### config.mk
export PLATFORM = sky130hd
export DESIGN_NAME = vm_exit_seq
export DESIGN_NICKNAME = d
export VERILOG_FILES = /design/src/vm_exit_pkg.sv /design/src/vm_exit_seq.sv
export SDC_FILE = /design/constraint.sdc
export NUM_CORES = 1
export LEC_CHECK = 0
export BUFFER_PORTS_ARGS = -buffer_cell sky130_fd_sc_hd__buf_2
export CAP_MARGIN = 25
export CORE_UTILIZATION = 54
export DETAILED_ROUTE_END_ITERATION = 6
export GPL_TIMING_DRIVEN = 0
export PLACE_DENSITY = 0.87
export RECOVER_POWER = 50
export SLEW_MARGIN = 20
export SYNTH_ARGS = -nofsm -noshare
export SYNTH_HDL_FRONTEND = slang
export SYNTH_SLANG_ARGS = --single-unit
### constraint.sdc
create_clock -name aclk -period 4.9 [get_ports aclk]
set_clock_uncertainty 0.15 [all_clocks]
set_input_delay 0.98 -clock aclk [delete_from_list [all_inputs] [get_ports aclk]]
set_output_delay 0.98 -clock aclk [all_outputs]
set_load 0.05 [all_outputs]
### src/vm_exit_pkg.sv
/*
  Constants, register map and carrier types for the late entry-failure and
  exit sequencer. Assumes a core on the same clock that drives event pulses
  and acknowledges each sequencing step.
*/
// Function
// - Late entry failure writes basic cause into exit cause bits 15:0.
// - Guest-state check failure records basic cause 33.
// - Entry load-list register failure records basic cause 34.
// - Machine check taking the failure path records basic cause 41.
// - Entry failure sets cause bit 31 and clears bits 30:16.
// - Guest-state qualification is 0, 2, 3 or 4; value 1 unused.
// - Guest checks may run in any order; one cause reported.
// - Load-list failure qualification is one-based index of failing entry.
// - Other exit information fields stay unchanged on entry failure.
// - Host state loaded as on exit; page-dir entries reloaded when flagged.
// - Interrupt blocking restored to its state before the entry.
// - Final failure step loads registers from the exit load list.
// - Entry event-injection valid bit stays set on entry failure.
// - Failure writes no guest state and stores no exit-list registers.
// - Normal machine check with enable flag 1 delivers exception.
// - Enable flag 0: safer mode gives shutdown code 000C, else shutdown.
// - After guest state loaded, machine check takes failure path, cause 41.
// - Exit: record, save guest, store, load host, clear monitor, load list.
// - Dual-monitor management exits skip host load and exit-list load.
// - Exits are not logged in branch records or trace.
// - Management exit on system-management interrupt or root hypervisor call; a hypervisor call in guest also takes it here.
// - Safer mode lasts from its entry until its exit.
package vm_exit_pkg;

  // Register byte offsets
  localparam logic [7:0] CTRL_OFS   = 8'h00;
  localparam logic [7:0] CAUSE_OFS  = 8'h04;
  localparam logic [7:0] QUAL_OFS   = 8'h08;
  localparam logic [7:0] STATUS_OFS = 8'h0c;
  localparam logic [7:0] INJECT_OFS = 8'h10;

  // Control field positions
  localparam int CTRL_MCE   = 0;
  localparam int CTRL_PAE   = 1;
  localparam int CTRL_PG    = 2;
  localparam int CTRL_LMA   = 3;
  localparam int CTRL_STORE = 4;
  localparam int CTRL_LOAD  = 5;
  localparam int CTRL_DUAL  = 6;
  localparam int CTRL_W     = 7;
  localparam logic [CTRL_W-1:0] CTRL_RESET = 7'h00;

  // Exit cause layout and basic causes
  localparam int          CAUSE_FAIL_BIT = 31;
  localparam logic [14:0] CAUSE_MID_ZERO = 15'h0000;
  localparam logic [15:0] CAUSE_GUEST    = 16'h0021;
  localparam logic [15:0] CAUSE_MSR      = 16'h0022;
  localparam logic [15:0] CAUSE_MCHK     = 16'h0029;

  // Guest failure kinds and their qualifications
  localparam logic [1:0]  KIND_OTHER = 2'h0;
  localparam logic [1:0]  KIND_PDPTE = 2'h1;
  localparam logic [1:0]  KIND_NMI   = 2'h2;
  localparam logic [1:0]  KIND_LINK  = 2'h3;
  localparam logic [31:0] QUAL_ZERO  = 32'h0000_0000;
  localparam logic [31:0] QUAL_PDPTE = 32'h0000_0002;
  localparam logic [31:0] QUAL_NMI   = 32'h0000_0003;
  localparam logic [31:0] QUAL_LINK  = 32'h0000_0004;

  // Trusted shutdown error code
  localparam logic [15:0] TXT_MCHK_CODE = 16'h000c;

  // AXI responses
  localparam logic [1:0] RESP_OKAY   = 2'h0;
  localparam logic [1:0] RESP_SLVERR = 2'h2;

  typedef enum logic [3:0] {
    ST_IDLE, ST_ENTRY, ST_GUEST, X_REC, X_SAVE, X_STORE, X_HOST, X_MON,
    X_LOAD, F_HOST, F_PDPTE, F_NMI, F_LOAD, ST_RESUME, ST_HALT
  } seq_state_type;

  // Core events, all one-cycle pulses except levels noted
  typedef struct packed {
    logic        entry_start;   // Entry attempt begins
    logic        entry_ok;      // Entry finished, guest runs
    logic        guest_loaded;  // Level: guest state partly loaded
    logic        nmi_block;     // Level: current interrupt blocking
    logic        check_fail;    // Guest-state check failed
    logic [1:0]  fail_kind;     // Which check failed
    logic        msr_fail;      // Entry load-list load failed
    logic [31:0] msr_index;     // One-based failing entry
    logic        mchk;          // Machine check
    logic        exit_req;      // Ordinary exit event
    logic [15:0] exit_basic;    // Its basic cause
    logic        system_mgmt_interrupt;           // Management interrupt
    logic        hcall;         // Hypervisor call instruction
    logic        safer_enter;   // Safer mode entry instruction
    logic        safer_leave;   // Safer mode exit instruction
  } core_ev_type;

  // Steps requested of the core, level until step_done
  typedef struct packed {
    logic save_guest;
    logic store_msr;
    logic load_host;
    logic reload_pdpte;
    logic clear_monitor;
    logic load_exit_msr;
    logic resume_host;
  } step_type;

endpackage

### src/vm_exit_seq.sv
/*
  Late entry-failure, machine-check and exit sequencer with an AXI4-Lite
  register slave. Assumes the core shares aclk, pulses its events for one
  cycle and answers each requested step with step_done.
*/
// Design decisions made here: the address map and the AXI4-Lite slave port.
module vm_exit_seq (
  input  wire logic                   aclk,         // Core clock
  input  wire logic                   aresetn,      // Sync reset, low
  input  wire logic                   ce,           // Clock enable
  input  wire vm_exit_pkg::core_ev_type ev,         // Core events
  input  wire logic                   step_done,    // Step finished
  output vm_exit_pkg::step_type       step_req,     // Step wanted
  output logic                        nmi_block_out,// Restored blocking
  output logic                        mc_deliver,   // Deliver exception
  output logic                        shutdown,     // Shutdown state
  output logic                        txt_shutdown, // Trusted shutdown
  output logic [15:0]                 txt_code,     // Its error code
  output logic                        branch_log_off,// Trace inhibit
  input  wire logic [7:0]             awaddr,       // Write address
  input  wire logic                   awvalid,      // Address valid
  output logic                        awready,      // Address ready
  input  wire logic [31:0]            wdata,        // Write data
  input  wire logic [3:0]             wstrb,        // Byte enables
  input  wire logic                   wvalid,       // Data valid
  output logic                        wready,       // Data ready
  output logic [1:0]                  bresp,        // Write response
  output logic                        bvalid,       // Response valid
  input  wire logic                   bready,       // Response ready
  input  wire logic [7:0]             araddr,       // Read address
  input  wire logic                   arvalid,      // Address valid
  output logic                        arready,      // Address ready
  output logic [31:0]                 rdata,        // Read data
  output logic [1:0]                  rresp,        // Read response
  output logic                        rvalid,       // Read valid
  input  wire logic                   rready        // Read ready
);
  import vm_exit_pkg::*;

  seq_state_type     state_reg;
  logic [CTRL_W-1:0] ctrl_reg;
  logic [31:0]       cause_reg;
  logic [31:0]       qual_reg;
  logic              inject_reg;
  logic              nmi_saved_reg;
  logic              safer_reg;
  logic              smm_exit_reg;
  logic              aw_hold_reg;
  logic              w_hold_reg;
  logic [7:0]        aw_addr_reg;
  logic [31:0]       w_data_reg;
  logic [3:0]        w_strb_reg;
  logic              bvalid_reg;
  logic [1:0]        bresp_reg;
  logic              rvalid_reg;
  logic [31:0]       rdata_reg;
  logic [1:0]        rresp_reg;
  logic              mc_reg;
  logic              shut_reg;
  logic              txt_reg;

  // ----------------------------------------------------------------
  // Helpers
  // ----------------------------------------------------------------
  // Guest-check kind to qualification; 1 is never produced
  function automatic logic [31:0] guest_qual(input logic [1:0] kind);
    logic [31:0] q;
    q = QUAL_ZERO;
    unique case (kind)
      KIND_PDPTE: q = QUAL_PDPTE;
      KIND_NMI:   q = QUAL_NMI;
      KIND_LINK:  q = QUAL_LINK;
      KIND_OTHER: q = QUAL_ZERO;
    endcase
    return q;
  endfunction

  // Entry-failure cause word: bit 31 set, 30:16 clear
  function automatic logic [31:0] fail_cause(input logic [15:0] basic);
    return {1'b1, CAUSE_MID_ZERO, basic};
  endfunction

  // Address decode shared by read and write paths
  function automatic logic mapped(input logic [7:0] a);
    return a == CTRL_OFS || a == CAUSE_OFS || a == QUAL_OFS ||
           a == STATUS_OFS || a == INJECT_OFS;
  endfunction

  // ----------------------------------------------------------------
  // Event decode
  // ----------------------------------------------------------------
  logic in_entry;
  logic mc_normal;
  logic mc_fail;
  logic guest_fail;
  logic msr_fail;
  logic smm_req;
  logic pdpte_need;

  assign in_entry   = state_reg == ST_ENTRY;
  // Machine check loses the normal path once guest state is loaded
  assign mc_normal  = in_entry && ev.mchk && !ev.guest_loaded;
  assign mc_fail    = in_entry && ev.mchk && ev.guest_loaded;
  // Only one cause is reported; machine check outranks checks
  assign guest_fail = in_entry && !ev.mchk && ev.check_fail;
  assign msr_fail   = in_entry && !ev.mchk && !ev.check_fail && ev.msr_fail;
  // Management exit from guest or from root operation
  assign smm_req    = (state_reg == ST_GUEST || state_reg == ST_IDLE) &&
                      (ev.system_mgmt_interrupt || ev.hcall);
  assign pdpte_need = ctrl_reg[CTRL_PAE] && ctrl_reg[CTRL_PG] &&
                      !ctrl_reg[CTRL_LMA];

  // ----------------------------------------------------------------
  // Sequencer
  // ----------------------------------------------------------------
  // Steps wait on step_done; record steps take one cycle
  always_ff @(posedge aclk) begin
    if (!aresetn) begin
      state_reg <= ST_IDLE;
    end else if (ce) begin
      unique case (state_reg)
        ST_IDLE: begin
          if (smm_req) begin
            state_reg <= X_REC;
          end else if (ev.entry_start) begin
            state_reg <= ST_ENTRY;
          end
        end
        ST_ENTRY: begin
          if (mc_normal) begin
            // Exception or shutdown; trusted shutdown also halts
            state_reg <= ctrl_reg[CTRL_MCE] ? ST_IDLE : ST_HALT;
          end else if (mc_fail || guest_fail || msr_fail) begin
            state_reg <= F_HOST;
          end else if (ev.entry_ok) begin
            state_reg <= ST_GUEST;
          end
        end
        ST_GUEST: begin
          if (ev.exit_req || smm_req) begin
            state_reg <= X_REC;
          end
        end
        // Ordinary exit order: record, save, store, host, monitor, load
        X_REC:   state_reg <= X_SAVE;
        X_SAVE: begin
          if (step_done) begin
            state_reg <= ctrl_reg[CTRL_STORE] ? X_STORE : X_HOST;
          end
        end
        X_STORE: begin
          if (step_done) begin
            state_reg <= X_HOST;
          end
        end
        X_HOST: begin
          // Dual-monitor management exits skip the host load
          if (smm_exit_reg && ctrl_reg[CTRL_DUAL]) begin
            state_reg <= X_MON;
          end else if (step_done) begin
            state_reg <= X_MON;
          end
        end
        X_MON: begin
          if (step_done) begin
            if (ctrl_reg[CTRL_LOAD] &&
                !(smm_exit_reg && ctrl_reg[CTRL_DUAL])) begin
              state_reg <= X_LOAD;
            end else begin
              state_reg <= ST_RESUME;
            end
          end
        end
        X_LOAD: begin
          if (step_done) begin
            state_reg <= ST_RESUME;
          end
        end
        // Failure path never visits save or store states
        F_HOST: begin
          if (step_done) begin
            state_reg <= pdpte_need ? F_PDPTE : F_NMI;
          end
        end
        F_PDPTE: begin
          if (step_done) begin
            state_reg <= F_NMI;
          end
        end
        F_NMI:   state_reg <= F_LOAD;
        F_LOAD: begin
          if (step_done) begin
            state_reg <= ST_RESUME;
          end
        end
        ST_RESUME: begin
          if (step_done) begin
            state_reg <= ST_IDLE;
          end
        end
        ST_HALT: state_reg <= ST_HALT;
        // Spare encoding falls back to idle
        default: state_reg <= ST_IDLE;
      endcase
    end
  end

  // Step requests decode straight from the state
  always_comb begin
    step_req               = '0;
    step_req.save_guest    = state_reg == X_SAVE;
    step_req.store_msr     = state_reg == X_STORE;
    step_req.load_host     = state_reg == F_HOST || (state_reg == X_HOST &&
                             !(smm_exit_reg && ctrl_reg[CTRL_DUAL]));
    step_req.reload_pdpte  = state_reg == F_PDPTE;
    step_req.clear_monitor = state_reg == X_MON;
    step_req.load_exit_msr = state_reg == X_LOAD || state_reg == F_LOAD;
    step_req.resume_host   = state_reg == ST_RESUME;
  end

  // Trace logging stays off for the whole exit or failure
  assign branch_log_off = !(state_reg == ST_IDLE || state_reg == ST_GUEST ||
                            state_reg == ST_ENTRY);

  // ----------------------------------------------------------------
  // Exit information and saved state
  // ----------------------------------------------------------------
  // Only cause and qualification change on a failure
  always_ff @(posedge aclk) begin
    if (!aresetn) begin
      cause_reg <= QUAL_ZERO;
      qual_reg  <= QUAL_ZERO;
    end else if (ce) begin
      if (mc_fail) begin
        cause_reg <= fail_cause(CAUSE_MCHK);
      end else if (guest_fail) begin
        cause_reg <= fail_cause(CAUSE_GUEST);
        qual_reg  <= guest_qual(ev.fail_kind);
      end else if (msr_fail) begin
        cause_reg <= fail_cause(CAUSE_MSR);
        qual_reg  <= ev.msr_index;
      end else if (state_reg == ST_GUEST && ev.exit_req) begin
        cause_reg <= {16'h0000, ev.exit_basic};
        qual_reg  <= QUAL_ZERO;
      end
    end
  end

  // Blocking captured at entry start, put back on a failure
  always_ff @(posedge aclk) begin
    if (!aresetn) begin
      nmi_saved_reg <= 1'b0;
      nmi_block_out <= 1'b0;
    end else if (ce) begin
      if (state_reg == ST_IDLE && ev.entry_start) begin
        nmi_saved_reg <= ev.nmi_block;
      end
      if (state_reg == F_NMI) begin
        nmi_block_out <= nmi_saved_reg;
      end else begin
        nmi_block_out <= ev.nmi_block;
      end
    end
  end

  // Management-exit marker for the current exit
  always_ff @(posedge aclk) begin
    if (!aresetn) begin
      smm_exit_reg <= 1'b0;
    end else if (ce) begin
      if (smm_req) begin
        smm_exit_reg <= 1'b1;
      end else if (state_reg == ST_GUEST && ev.exit_req) begin
        smm_exit_reg <= 1'b0;
      end
    end
  end

  // Safer mode: set by its entry, cleared by its exit
  always_ff @(posedge aclk) begin
    if (!aresetn) begin
      safer_reg <= 1'b0;
    end else if (ce) begin
      if (ev.safer_enter) begin
        safer_reg <= 1'b1;
      end else if (ev.safer_leave) begin
        safer_reg <= 1'b0;
      end
    end
  end

  // Machine-check outcomes; shutdown flags hold until reset
  always_ff @(posedge aclk) begin
    if (!aresetn) begin
      mc_reg   <= 1'b0;
      shut_reg <= 1'b0;
      txt_reg  <= 1'b0;
    end else if (ce) begin
      mc_reg <= mc_normal && ctrl_reg[CTRL_MCE];
      if (mc_normal && !ctrl_reg[CTRL_MCE]) begin
        txt_reg  <= safer_reg;
        shut_reg <= !safer_reg;
      end
    end
  end

  assign mc_deliver   = mc_reg;
  assign shutdown     = shut_reg;
  assign txt_shutdown = txt_reg;
  assign txt_code     = txt_reg ? TXT_MCHK_CODE : 16'h0000;

  // ----------------------------------------------------------------
  // AXI4-Lite slave
  // ----------------------------------------------------------------
  logic       aw_fire;
  logic       w_fire;
  logic       wr_go;
  logic [7:0] wr_addr;
  logic [31:0] wr_data;
  logic [3:0] wr_strb;

  // Address and data taken in either order, one write in flight
  assign awready = ce && !aw_hold_reg && !bvalid_reg;
  assign wready  = ce && !w_hold_reg && !bvalid_reg;
  assign aw_fire = awvalid && awready;
  assign w_fire  = wvalid && wready;
  assign wr_go   = (aw_hold_reg || aw_fire) && (w_hold_reg || w_fire);
  assign wr_addr = aw_hold_reg ? aw_addr_reg : awaddr;
  assign wr_data = w_hold_reg ? w_data_reg : wdata;
  assign wr_strb = w_hold_reg ? w_strb_reg : wstrb;

  always_ff @(posedge aclk) begin
    if (!aresetn) begin
      aw_hold_reg <= 1'b0;
      w_hold_reg  <= 1'b0;
      aw_addr_reg <= 8'h00;
      w_data_reg  <= 32'h0000_0000;
      w_strb_reg  <= 4'h0;
      bvalid_reg  <= 1'b0;
      bresp_reg   <= RESP_OKAY;
    end else if (ce) begin
      if (wr_go) begin
        aw_hold_reg <= 1'b0;
        w_hold_reg  <= 1'b0;
        bvalid_reg  <= 1'b1;
        bresp_reg   <= mapped(wr_addr) ? RESP_OKAY : RESP_SLVERR;
      end else begin
        if (aw_fire) begin
          aw_hold_reg <= 1'b1;
          aw_addr_reg <= awaddr;
        end
        if (w_fire) begin
          w_hold_reg <= 1'b1;
          w_data_reg <= wdata;
          w_strb_reg <= wstrb;
        end
        if (bvalid_reg && bready) begin
          bvalid_reg <= 1'b0;
        end
      end
    end
  end

  assign bvalid = bvalid_reg;
  assign bresp  = bresp_reg;

  // Writable control; only the low byte holds fields
  always_ff @(posedge aclk) begin
    if (!aresetn) begin
      ctrl_reg <= CTRL_RESET;
    end else if (ce && wr_go && wr_addr == CTRL_OFS && wr_strb[0]) begin
      ctrl_reg <= wr_data[CTRL_W-1:0];
    end
  end

  // Injection valid: an exit clears it, a failure leaves it
  always_ff @(posedge aclk) begin
    if (!aresetn) begin
      inject_reg <= 1'b0;
    end else if (ce) begin
      if (wr_go && wr_addr == INJECT_OFS && wr_strb[0]) begin
        inject_reg <= wr_data[0];
      end else if (state_reg == X_REC) begin
        inject_reg <= 1'b0;
      end
    end
  end

  // Read path, registered data, one read in flight
  assign arready = ce && !rvalid_reg;

  always_ff @(posedge aclk) begin
    if (!aresetn) begin
      rvalid_reg <= 1'b0;
      rdata_reg  <= 32'h0000_0000;
      rresp_reg  <= RESP_OKAY;
    end else if (ce) begin
      if (arvalid && arready) begin
        rvalid_reg <= 1'b1;
        rresp_reg  <= mapped(araddr) ? RESP_OKAY : RESP_SLVERR;
        unique case (araddr)
          CTRL_OFS:   rdata_reg <= {25'h0000000, ctrl_reg};
          CAUSE_OFS:  rdata_reg <= cause_reg;
          QUAL_OFS:   rdata_reg <= qual_reg;
          STATUS_OFS: rdata_reg <= {txt_code, 8'h00, state_reg, txt_reg,
                                    shut_reg, safer_reg, nmi_saved_reg};
          INJECT_OFS: rdata_reg <= {31'h00000000, inject_reg};
          default:    rdata_reg <= 32'h0000_0000;
        endcase
      end else if (rvalid_reg && rready) begin
        rvalid_reg <= 1'b0;
      end
    end
  end

  assign rvalid = rvalid_reg;
  assign rdata  = rdata_reg;
  assign rresp  = rresp_reg;

endmodule

==> results.yml, run 1 <==
timing:
  min_period_over_period_pct: 74.3
  timing.fmax_mhz: 275
  finalSetupTns_ns: 0
  maxSlewHeadroom_pct: 22.9
  rsz0062_at_grt: "no"
  setup_viol: 0
  min_period_ns: 3.64
  hold_viol: 0
  slew_viol_final: 0
  worst_slew_pin_slew_ns: 1.15
grt:
  grt_use_total_pct: 31.7
  antenna_found_initial: 0
  grt_pass1_wl_um: 25000
  grt_pass1_vias: 5039
  overflow: 0
  grt_max_degree: 17
die:
  num_io_pins: 192
  die_y_um: 103
  coreArea_um2: 9820
  fp-row-count: 36
  die_area_um2: 10600
  initial_core_util_pct: 56.1
  die_width_um: 103
placed_design:
  dp_cells: 909
  gp_congestion: 0.916
  io_buffers: 144
  dpl_cell_area_um2: 6460
  dp_hpwl_um: 11900
synthesis:
  synth_flop_cell: "dfxtp_1"
  synth_cell_types: 56
  synth_async_sr_flop_share_pct: 0
  netlist.area_leader.share_pct: 44.3
  ys_ff_latch: 122
  ys_seq_area_share_pct: 44.3
  synth_edf_count: 0
  synth_area_leaders: "dfxtp_1 44%, nor2_1 6.4%, a22oi_1 6.3%"
  synth_area_leader_cell: "dfxtp_1"
  synthCells: 617
  yosysWarnings: 0
  syn_area_um2: 5510
  syn_avg_cell_area_um2: 8.93
route:
  drtIter0Drc: 472
  vias: 5501
  wl_per_cell_um: 17.7
  viasPerCell: 5.85
  dr.pass1.iters: 5
  ant_nets: 0
  finalWirelength_um: 16700
  drc_errors: 0
cells_and_area:
  n_antenna_cell: 0
  final_cell_mix: "122 x dfxtp_1, 114 x buf_2, 94 x nor2_1, 72 x clkbuf_1, 50 x nand2_1"
  layout_commonest_cell: "dfxtp_1"
  fin_util_pct: 71.2
  fin_area_um2: 6990
  drive_gt1_share_pct: 23.0
  fill_cells: 759
  area_growth_pct: 26.8
  num-nets-final: 920
  fin_cells: 941
min_path:
  worstHoldStart: "rdata[2]"
  hold_path_class: "reg2reg"
worst_setup_path:
  critPathLaunchType: "flip-flop"
  rr_worst_depth: 6
  critPathLaunch: "state_reg[3]"
  critPathSlowestCell: "dfxtp_1"
  reg2reg_to: "qual_reg[1]"
  timing.rr.start: "state_reg[3]"
  critical_path.max_fanout: 10
  rrSetupSlack_ns: 2.10
  worstSetupPathType: "reg2out"
  worstSetupEndpointType: "output pin"
  critPathRequiredTime_ns: 3.77
  crit_arrival_ns: 2.51
  cp-endpoint: "step_req[3]"
  max_stage_delay_ns: 0.42
  path_cells: "buf_2 > clkbuf_1 > clkbuf_1 > nor4bb_1 > buf_2"
cts:
  cts_sinks: 122
  cts.reportedPaths.clkPinSlew_ns: 0.06
  cts_buffers: 17
  postCtsHoldBufs: 0
  clk_latency_ns: 0.53
  postCtsSetupBuffers: 0
  clockBufferDepth: 2
  cts_root_buffer: "clkbuf_8"
  htreeDepth: 4
  cts_tree: "built"
  post_cts_resized: 0
run_status:
  status: "completed"
power_and_ir_drop:
  p_leak_uw: 0.00288
  ir_worst_vdd_mv: 0.251
  power_density_nw_per_um2: 403
job:
  max_cap_viol_count: 0
-- stage by stage --
step / hold slack, ns / worst slack (ns) / total power [uW]
finish: 0.311 / 1.26 / 2820
floorplan: 0.279 / 1.11 / 1390
global placement: 0.290 / 1.82 / 1500
detailed placement: 0.298 / 1.78 / 1510
CTS: 0.305 / 1.22 / 2810
global route: 0.326 / 1.17 / 2890
-- Yosys cell counts (2+ instances only) --
cell type / count
dfxtp_1: 122
nor2_1: 94
nand2_1: 50
a22oi_1: 46
a21oi_1: 37
clkbuf_1: 30
mux2i_1: 28
nand3_1: 24
a22o_1: 22
buf_4: 22
a211oi_1: 14
nor2b_1: 12
o21ai_0: 12
buf_2: 11
mux4_2: 7
nor3_1: 7
nand2b_1: 6
inv_1: 5
or4_1: 5
a31oi_1: 4
buf_1: 4
nor3b_1: 4
mux2_2: 3
nand4_1: 3
o31ai_1: 3
or3_1: 3
a31o_2: 2
and3_1: 2
ha_1: 2
nor4_1: 2
nor4b_1: 2
nor4b_4: 2
o21bai_1: 2
o221ai_1: 2
o41ai_1: 2
-- worst min path at each step --
stage	end	slack, ns	depth (start not counted)
4_1_cts	rdata[2]	0.31	2
5_1_grt	rdata[8]	0.33	2
6_report	rdata[2]	0.31	2
2_1_floorplan	qual_reg[1]	0.28	2
3_5_place_dp	rdata[2]	0.30	2
3_3_place_gp	cause_reg[0]	0.29	2
-- cell type report --
class	instances	area, um^2	share of cell area [%]
Multi-Input combinational cell	438	2730	39.0
Sequential cell	122	2440	34.9
Timing Repair Buffer	144	673	9.63
Clock buffer	18	428	6.12
Buffer	67	340	4.87
Clock inverter	14	193	2.76
Tap cell	133	166	2.38
Inverter	5	18.8	0.269
-- where the power goes --
group          internal (uW)  switching [uW]
logic                    151             300
clock network            841             469
registers               1020            29.6
-- routing by layer --
| layer | up-vias | track usage (%) | wire length, um |
|---|---|---|---|
| met3 | 61 | 8.47 | 1520 |
| met2 | 321 | 51.5 | 7980 |
| li1 | 2556 | - | - |
| met5 | - | 0 | 0 |
| met1 | 2563 | 38.1 | 6560 |
| met4 | 0 | 18.0 | 636 |
-- cells by family (layout without fill, tap and decap cells) --
group,count (synthesis),in the layout,share of synthesized area (%)
AND/OR/NAND/NOR,225,225,20.0
adder cells (fa/ha/maj),2,2,0.454
multiplexers,38,38,8.56
other,1,16,0.0680
AO/OA/AOI/OAI,157,157,20.0
flip-flops,122,122,44.3
buffers and inverters,72,248,6.65
-- critical path, delay by kind of cell, from the launching register on --
kind / cells / cell delay, ns
and+or+nand+nor: 1 / 0.24
buffers and inverters: 4 / 1.31
DFF: 1 / 0.42
Note: power is estimated with default switching activity, not from simulation.
==> run 2: changes to the inputs <==
Settings changed: ABC_AREA set to 1, CORE_UTILIZATION 54 to 51, PLACE_DENSITY 0.87 to 0.82.
Clock period 4.9 ns to 3.8 ns, I/O delays scaled along.
==> run 2 against run 1 <==
Global-route usage is 3.2 points lower; total power is 36% higher; non-clock buffer count fell by 2; die area rose by 14%; register-to-register slack worse by 1.2 ns; highest routed layer unchanged; synthesized cell count grew 36%; utilization is 5.8 points lower; sequential power is 31% higher; cell count is 25% higher.
==> results.yml, run 2 <==
run_status:
  status: "completed"
cts:
  cts.reportedPaths.clkPinSlew_ns: 0.06
  cts_sinks: 122
  cts_buffers: 17
  cts_tree: "built"
  postCtsHoldBufs: 0
  clk_latency_ns: 0.42
  clockBufferDepth: 2
  post_cts_resized: 0
  postCtsSetupBuffers: 0
  cts_root_buffer: "clkbuf_16"
  htreeDepth: 4
grt:
  grt_use_total_pct: 28.6
  grt_pass1_vias: 5516
  grt_pass1_wl_um: 26400
  grt_max_degree: 17
  grtUsageMet1_pct: 36.6
  grt-busiest-layer: "met2"
  antenna_found_initial: 0
  use_met2_pct: 46.3
  gr-usage-met3_pct: 6.76
  overflow: 0
synthesis:
  yosys-top-cells-count: "202 x nand2_1, 122 x dfxtp_1, 110 x a21oi_1"
  syn_area_um2: 5970
  yosysMostFrequentCell: "nand2_1"
  synth_area_leaders: "dfxtp_1 41%, nand2_1 13%, a21oi_1 9.2%"
  yosysWarnings: 0
  synth_flop_cell: "dfxtp_1"
  ys_seq_area_share_pct: 40.9
  syn_avg_cell_area_um2: 7.09
  synth_edf_count: 0
  ys_ff_latch: 122
  synth_async_sr_flop_share_pct: 0
  synth_cell_types: 38
  synthCells: 842
  netlist.area_leader.share_pct: 40.9
  synth_area_leader_cell: "dfxtp_1"
job:
  max_cap_viol_count: 0
cells_and_area:
  n_antenna_cell: 0
  drive_gt1_share_pct: 22.7
  num-nets-final: 1148
  area_growth_pct: 25.1
  final_cell_mix: "205 x nand2_1, 135 x buf_2, 122 x dfxtp_1, 110 x a21oi_1, 91 x nand3_1"
  layout_commonest_cell: "nand2_1"
route:
  finalWirelength_um: 17000
  ant_nets: 0
  dr.pass1.iters: 6
  vias: 6242
  drtIter0Drc: 504
  wl_per_cell_um: 14.4
  viasPerCell: 5.29
  drc_errors: 0
die:
  num_io_pins: 192
  die_area_um2: 12100
  die_y_um: 110
  coreArea_um2: 11400
  initial_core_util_pct: 52.3
  die_width_um: 110
  fp-row-count: 39
timing:
  slew_viol_final: 0
  finalSetupTns_ns: 0
  timing.fmax_mhz: 321
  min_period_ns: 3.12
  hold_viol: 0
  maxSlewHeadroom_pct: 52.3
  rsz0062_at_grt: "no"
  min_period_over_period_pct: 82.0
  hold-worst-slack_ns: 0.294
  setup_viol: 0
  worst_slew_pin_slew_ns: 0.716
min_path:
  min_to: "w_data_reg[1]"
  worstHoldStart: "w_data_reg[1]"
  hold_depth: 2
  hold_path_class: "reg2reg"
worst_setup_path:
  worstSetupPathType: "in2reg"
  crit_family: "buffers and inverters"
  critical_path.max_fanout: 10
  path_cells: "buf_2 > clkbuf_1 > nand2_1 > nand2_1 > clkinvlp_2 > clkbuf_1 > nor2_1 > nor2_1"
  reg2reg_to: "qual_reg[1]"
  critPathLaunchType: "input pin"
  rrSetupSlack_ns: 0.95
  rr_worst_depth: 9
  max_stage_delay_ns: 0.54
  crit_arrival_ns: 3.27
  critPathRequiredTime_ns: 3.95
  timing.rr.start: "state_reg[3]"
  worstSetupEndpointType: "flip-flop"
  critPathBufInv: 4
  critPathSlowestCell: "clkbuf_1"
power_and_ir_drop:
  power_density_nw_per_um2: 513
  p_leak_uw: 0.00327
  ir_worst_vdd_mv: 0.325
placed_design:
  io_buffers: 147
  dp_hpwl_um: 12400
  gp_congestion: 0.933
[run 2: stage by stage]
step | instance area [um^2] | utilization (%) | power, uW | cells | setup WS [ns]
floorplan | 6030 | - | 1930 | 857 | 1.22
global placement | 6940 | 60.8 | 2120 | 1147 | 1.34
detailed placement | 6940 | 60.8 | 2130 | 1147 | 1.33
CTS | 7580 | 66.4 | 3860 | 1179 | 1.13
global route | 7470 | 65.4 | 3960 | 1179 | 0.551
finish | 7470 | 65.4 | 3830 | 1179 | 0.684
[run 2: logic make-up after synthesis]
logic type / Yosys count / synth area share [%]
AND/OR/NAND/NOR: 403 / 31.4
AO/OA/AOI/OAI: 187 / 16.1
buffers and inverters: 127 / 11.1
flip-flops: 122 / 40.9
adder cells (fa/ha/maj): 2 / 0.419
other: 1 / 0.0628
[run 2: area by class of cell]
class                           count  area (um^2)
Buffer                             62          370
Clock buffer                       19          453
Clock inverter                     13          191
Fill cell                        1059         3950
Inverter                           65          245
Multi-Input combinational cell    608         2880
Sequential cell                   122         2440
Tap cell                          143          179
Timing Repair Buffer              147          708
[run 2: power by group]
part	internal [uW]	switching [uW]
Sequential	1340	38.7
Clock	1140	609
Combinational	209	501
Total	2680	1150
[run 2: worst register-to-register path, delay by kind of cell, from the launching register on]
| kind | cells | cell delay [ns] |
|---|---|---|
| flops | 1 | 0.39 |
| buf+inv | 3 | 1.05 |
| simple gates | 6 | 1.12 |
[run 2: worst max-delay path by stage]
stage / slack (ns) / cells past startpoint / from / endpoint
after floorplan: 1.22 / 4 / state_reg[1] / step_req[0]
after global placement: 1.34 / 5 / ce / arready
after detailed placement: 1.33 / 9 / ce / rdata[4]
after CTS: 1.13 / 6 / state_reg[2] / step_req[4]
after global routing: 0.55 / 8 / ce / qual_reg[2]
final: 0.68 / 8 / ce / qual_reg[1]
[run 2: layer usage]
metal	vias to the layer above	routed length [um]
met3	37	1350
met5	-	0
met1	2820	7410
met4	0	403
li1	3107	-
met2	278	7810
==> run 3: changes to the inputs <==
Clock period 3.8 ns to 2.9 ns, I/O delays scaled along.
==> run 3 against run 2 <==
Die area unchanged; via count increased by 0.83%; clock-buffer cell count unchanged; register-to-register slack got worse by 0.59 ns; sequential share of layout area about the same; largest power group unchanged.
==> results.yml, run 3 (synthesized netlist as in run 2, its figures left out) <==
power_and_ir_drop:
  p_leak_uw: 0.00321
  p_sw_uw: 1510
  p_sw_share_pct: 30.0
  intPower_uw: 3530
  comb_power_share_pct: 18.7
  pwr-share-clk_pct: 45.5
  p_total_uw: 5040
  p_seq_share_pct: 35.8
  ir_worst_vdd_mv: 0.443
  power_density_nw_per_um2: 674
cells_and_area:
  n_antenna_cell: 0
  layout_commonest_cell: "nand2_1"
  fin_area_um2: 7470
  num-nets-final: 1148
  drive_gt1_share_pct: 20.8
  fill_cells: 1067
  area_growth_pct: 25.2
  final_cell_mix: "205 x nand2_1, 122 x dfxtp_1, 116 x buf_2, 110 x a21oi_1, 90 x nand3_1"
worst_setup_path:
  path_cells: "buf_2 > clkbuf_1 > inv_2 > nor2_1 > buf_2"
  worstSetupPathType: "in2out"
  rr_worst_depth: 10
  worst_path_most_repeated_cell: "buf_2"
  crit_arrival_ns: 1.87
  worstSetupEndpointType: "output pin"
  critPathBufInv: 4
  crit_family: "buffers and inverters"
  timing.rr.start: "state_reg[0]"
  critPathLaunchType: "input pin"
  critPathRequiredTime_ns: 2.17
  max_stage_delay_ns: 0.58
  critPathSlowestCell: "clkbuf_1"
  reg2reg_to: "qual_reg[5]"
  rrSetupSlack_ns: 0.36
  critical_path.max_fanout: 10
cts:
  cts_root_buffer: "clkbuf_16"
  clockBufferDepth: 2
  cts_sinks: 122
  post_cts_resized: 0
  cts.reportedPaths.clkPinSlew_ns: 0.06
  cts_tree: "built"
  postCtsSetupBuffers: 0
  clk_latency_ns: 0.42
  cts_buffers: 17
  postCtsHoldBufs: 0
  htreeDepth: 4
die:
  die_area_um2: 12100
  num_io_pins: 192
  die_width_um: 110
  coreArea_um2: 11400
  die_y_um: 110
  initial_core_util_pct: 52.3
  fp-row-count: 39
timing:
  min_period_over_period_pct: 89.5
  hold_viol: 0
  rsz0062_at_grt: "no"
  worst_slew_pin_slew_ns: 0.771
  timing.fmax_mhz: 385
  maxSlewHeadroom_pct: 48.6
  slew_viol_final: 0
  finalSetupTns_ns: 0
  min_period_ns: 2.60
  setup_viol: 0
placed_design:
  io_buffers: 147
  dpl_cell_area_um2: 6940
  gp_congestion: 0.933
  dp_hpwl_um: 12400
grt:
  grt_pass1_wl_um: 26400
  antenna_found_initial: 0
  grt_max_degree: 17
  grt_pass1_vias: 5516
  overflow: 0
  grt_use_total_pct: 28.6
min_path:
  hold_path_class: "in2reg"
  worstHoldStart: "ev[10]"
  min_to: "cause_reg[6]"
  hold_depth: 3
route:
  drtIter0Drc: 538
  finalWirelength_um: 17000
  drc_errors: 0
  ant_nets: 0
  dr.pass1.iters: 6
  viasPerCell: 5.34
  wl_per_cell_um: 14.4
  vias: 6294
run_status:
  status: "completed"
job:
  max_cap_viol_count: 0
==> run 3: changes by cell type in the layout (fill, tap and decap cells not counted), sizes merged <==
cell / change
clkinvlp: -1
buf: -18
inv: +1
clkbuf: +18
==> run 3: worst min-delay path: stages <==
cell and delay (ns):
buf_2 0.10, nand2_1 0.05, a21oi_1 0.05
==> run 3: area by class of cell <==
type | instances | area, um^2 | area share (%)
buffer | 62 | 385 | 5.16
clock buffer | 19 | 453 | 6.06
clock inverter | 13 | 191 | 2.56
inverter | 65 | 251 | 3.37
multi-input combinational | 608 | 2880 | 38.6
sequential | 122 | 2440 | 32.7
tap | 143 | 179 | 2.39
timing repair buffer | 147 | 686 | 9.18
==> run 3: how the worst max path moves through the flow <==
stage,startpoint,end,cells past startpoint
after detailed placement,ce,rdata[4],9
after global placement,ce,rdata[4],9
after global routing,state_reg[0],qual_reg[5],10
after floorplan,state_reg[1],step_req[0],4
final,ce,arready,5
after CTS,state_reg[2],step_req[4],6
==> run 3: power groups by stage <==
stage / clock [uW] / combinational (uW) / sequential [uW]
finish: 2290 / 942 / 1800
global route: 2370 / 1020 / 1810
CTS: 2300 / 963 / 1800
detailed placement: 0 / 954 / 1840
floorplan: 0 / 645 / 1890
global placement: 0 / 946 / 1840
==> run 3: through the flow <==
step	utilization [%]	hold slack, ns	instances	setup WS [ns]
CTS	66.4	0.256	1179	0.414
global route	65.4	0.279	1179	0.202
global placement	60.8	0.281	1147	0.625
finish	65.4	0.265	1179	0.305
floorplan	-	0.273	857	0.497
detailed placement	60.8	0.284	1147	0.615
==> run 3: per-layer routing <==
layer	GRT usage (%)	vias to the layer above	routed length [um]
li1	-	3111	-
met1	36.6	2854	7350
met2	46.3	289	7760
met3	6.76	40	1400
met4	11.7	0	452
met5	0	-	0
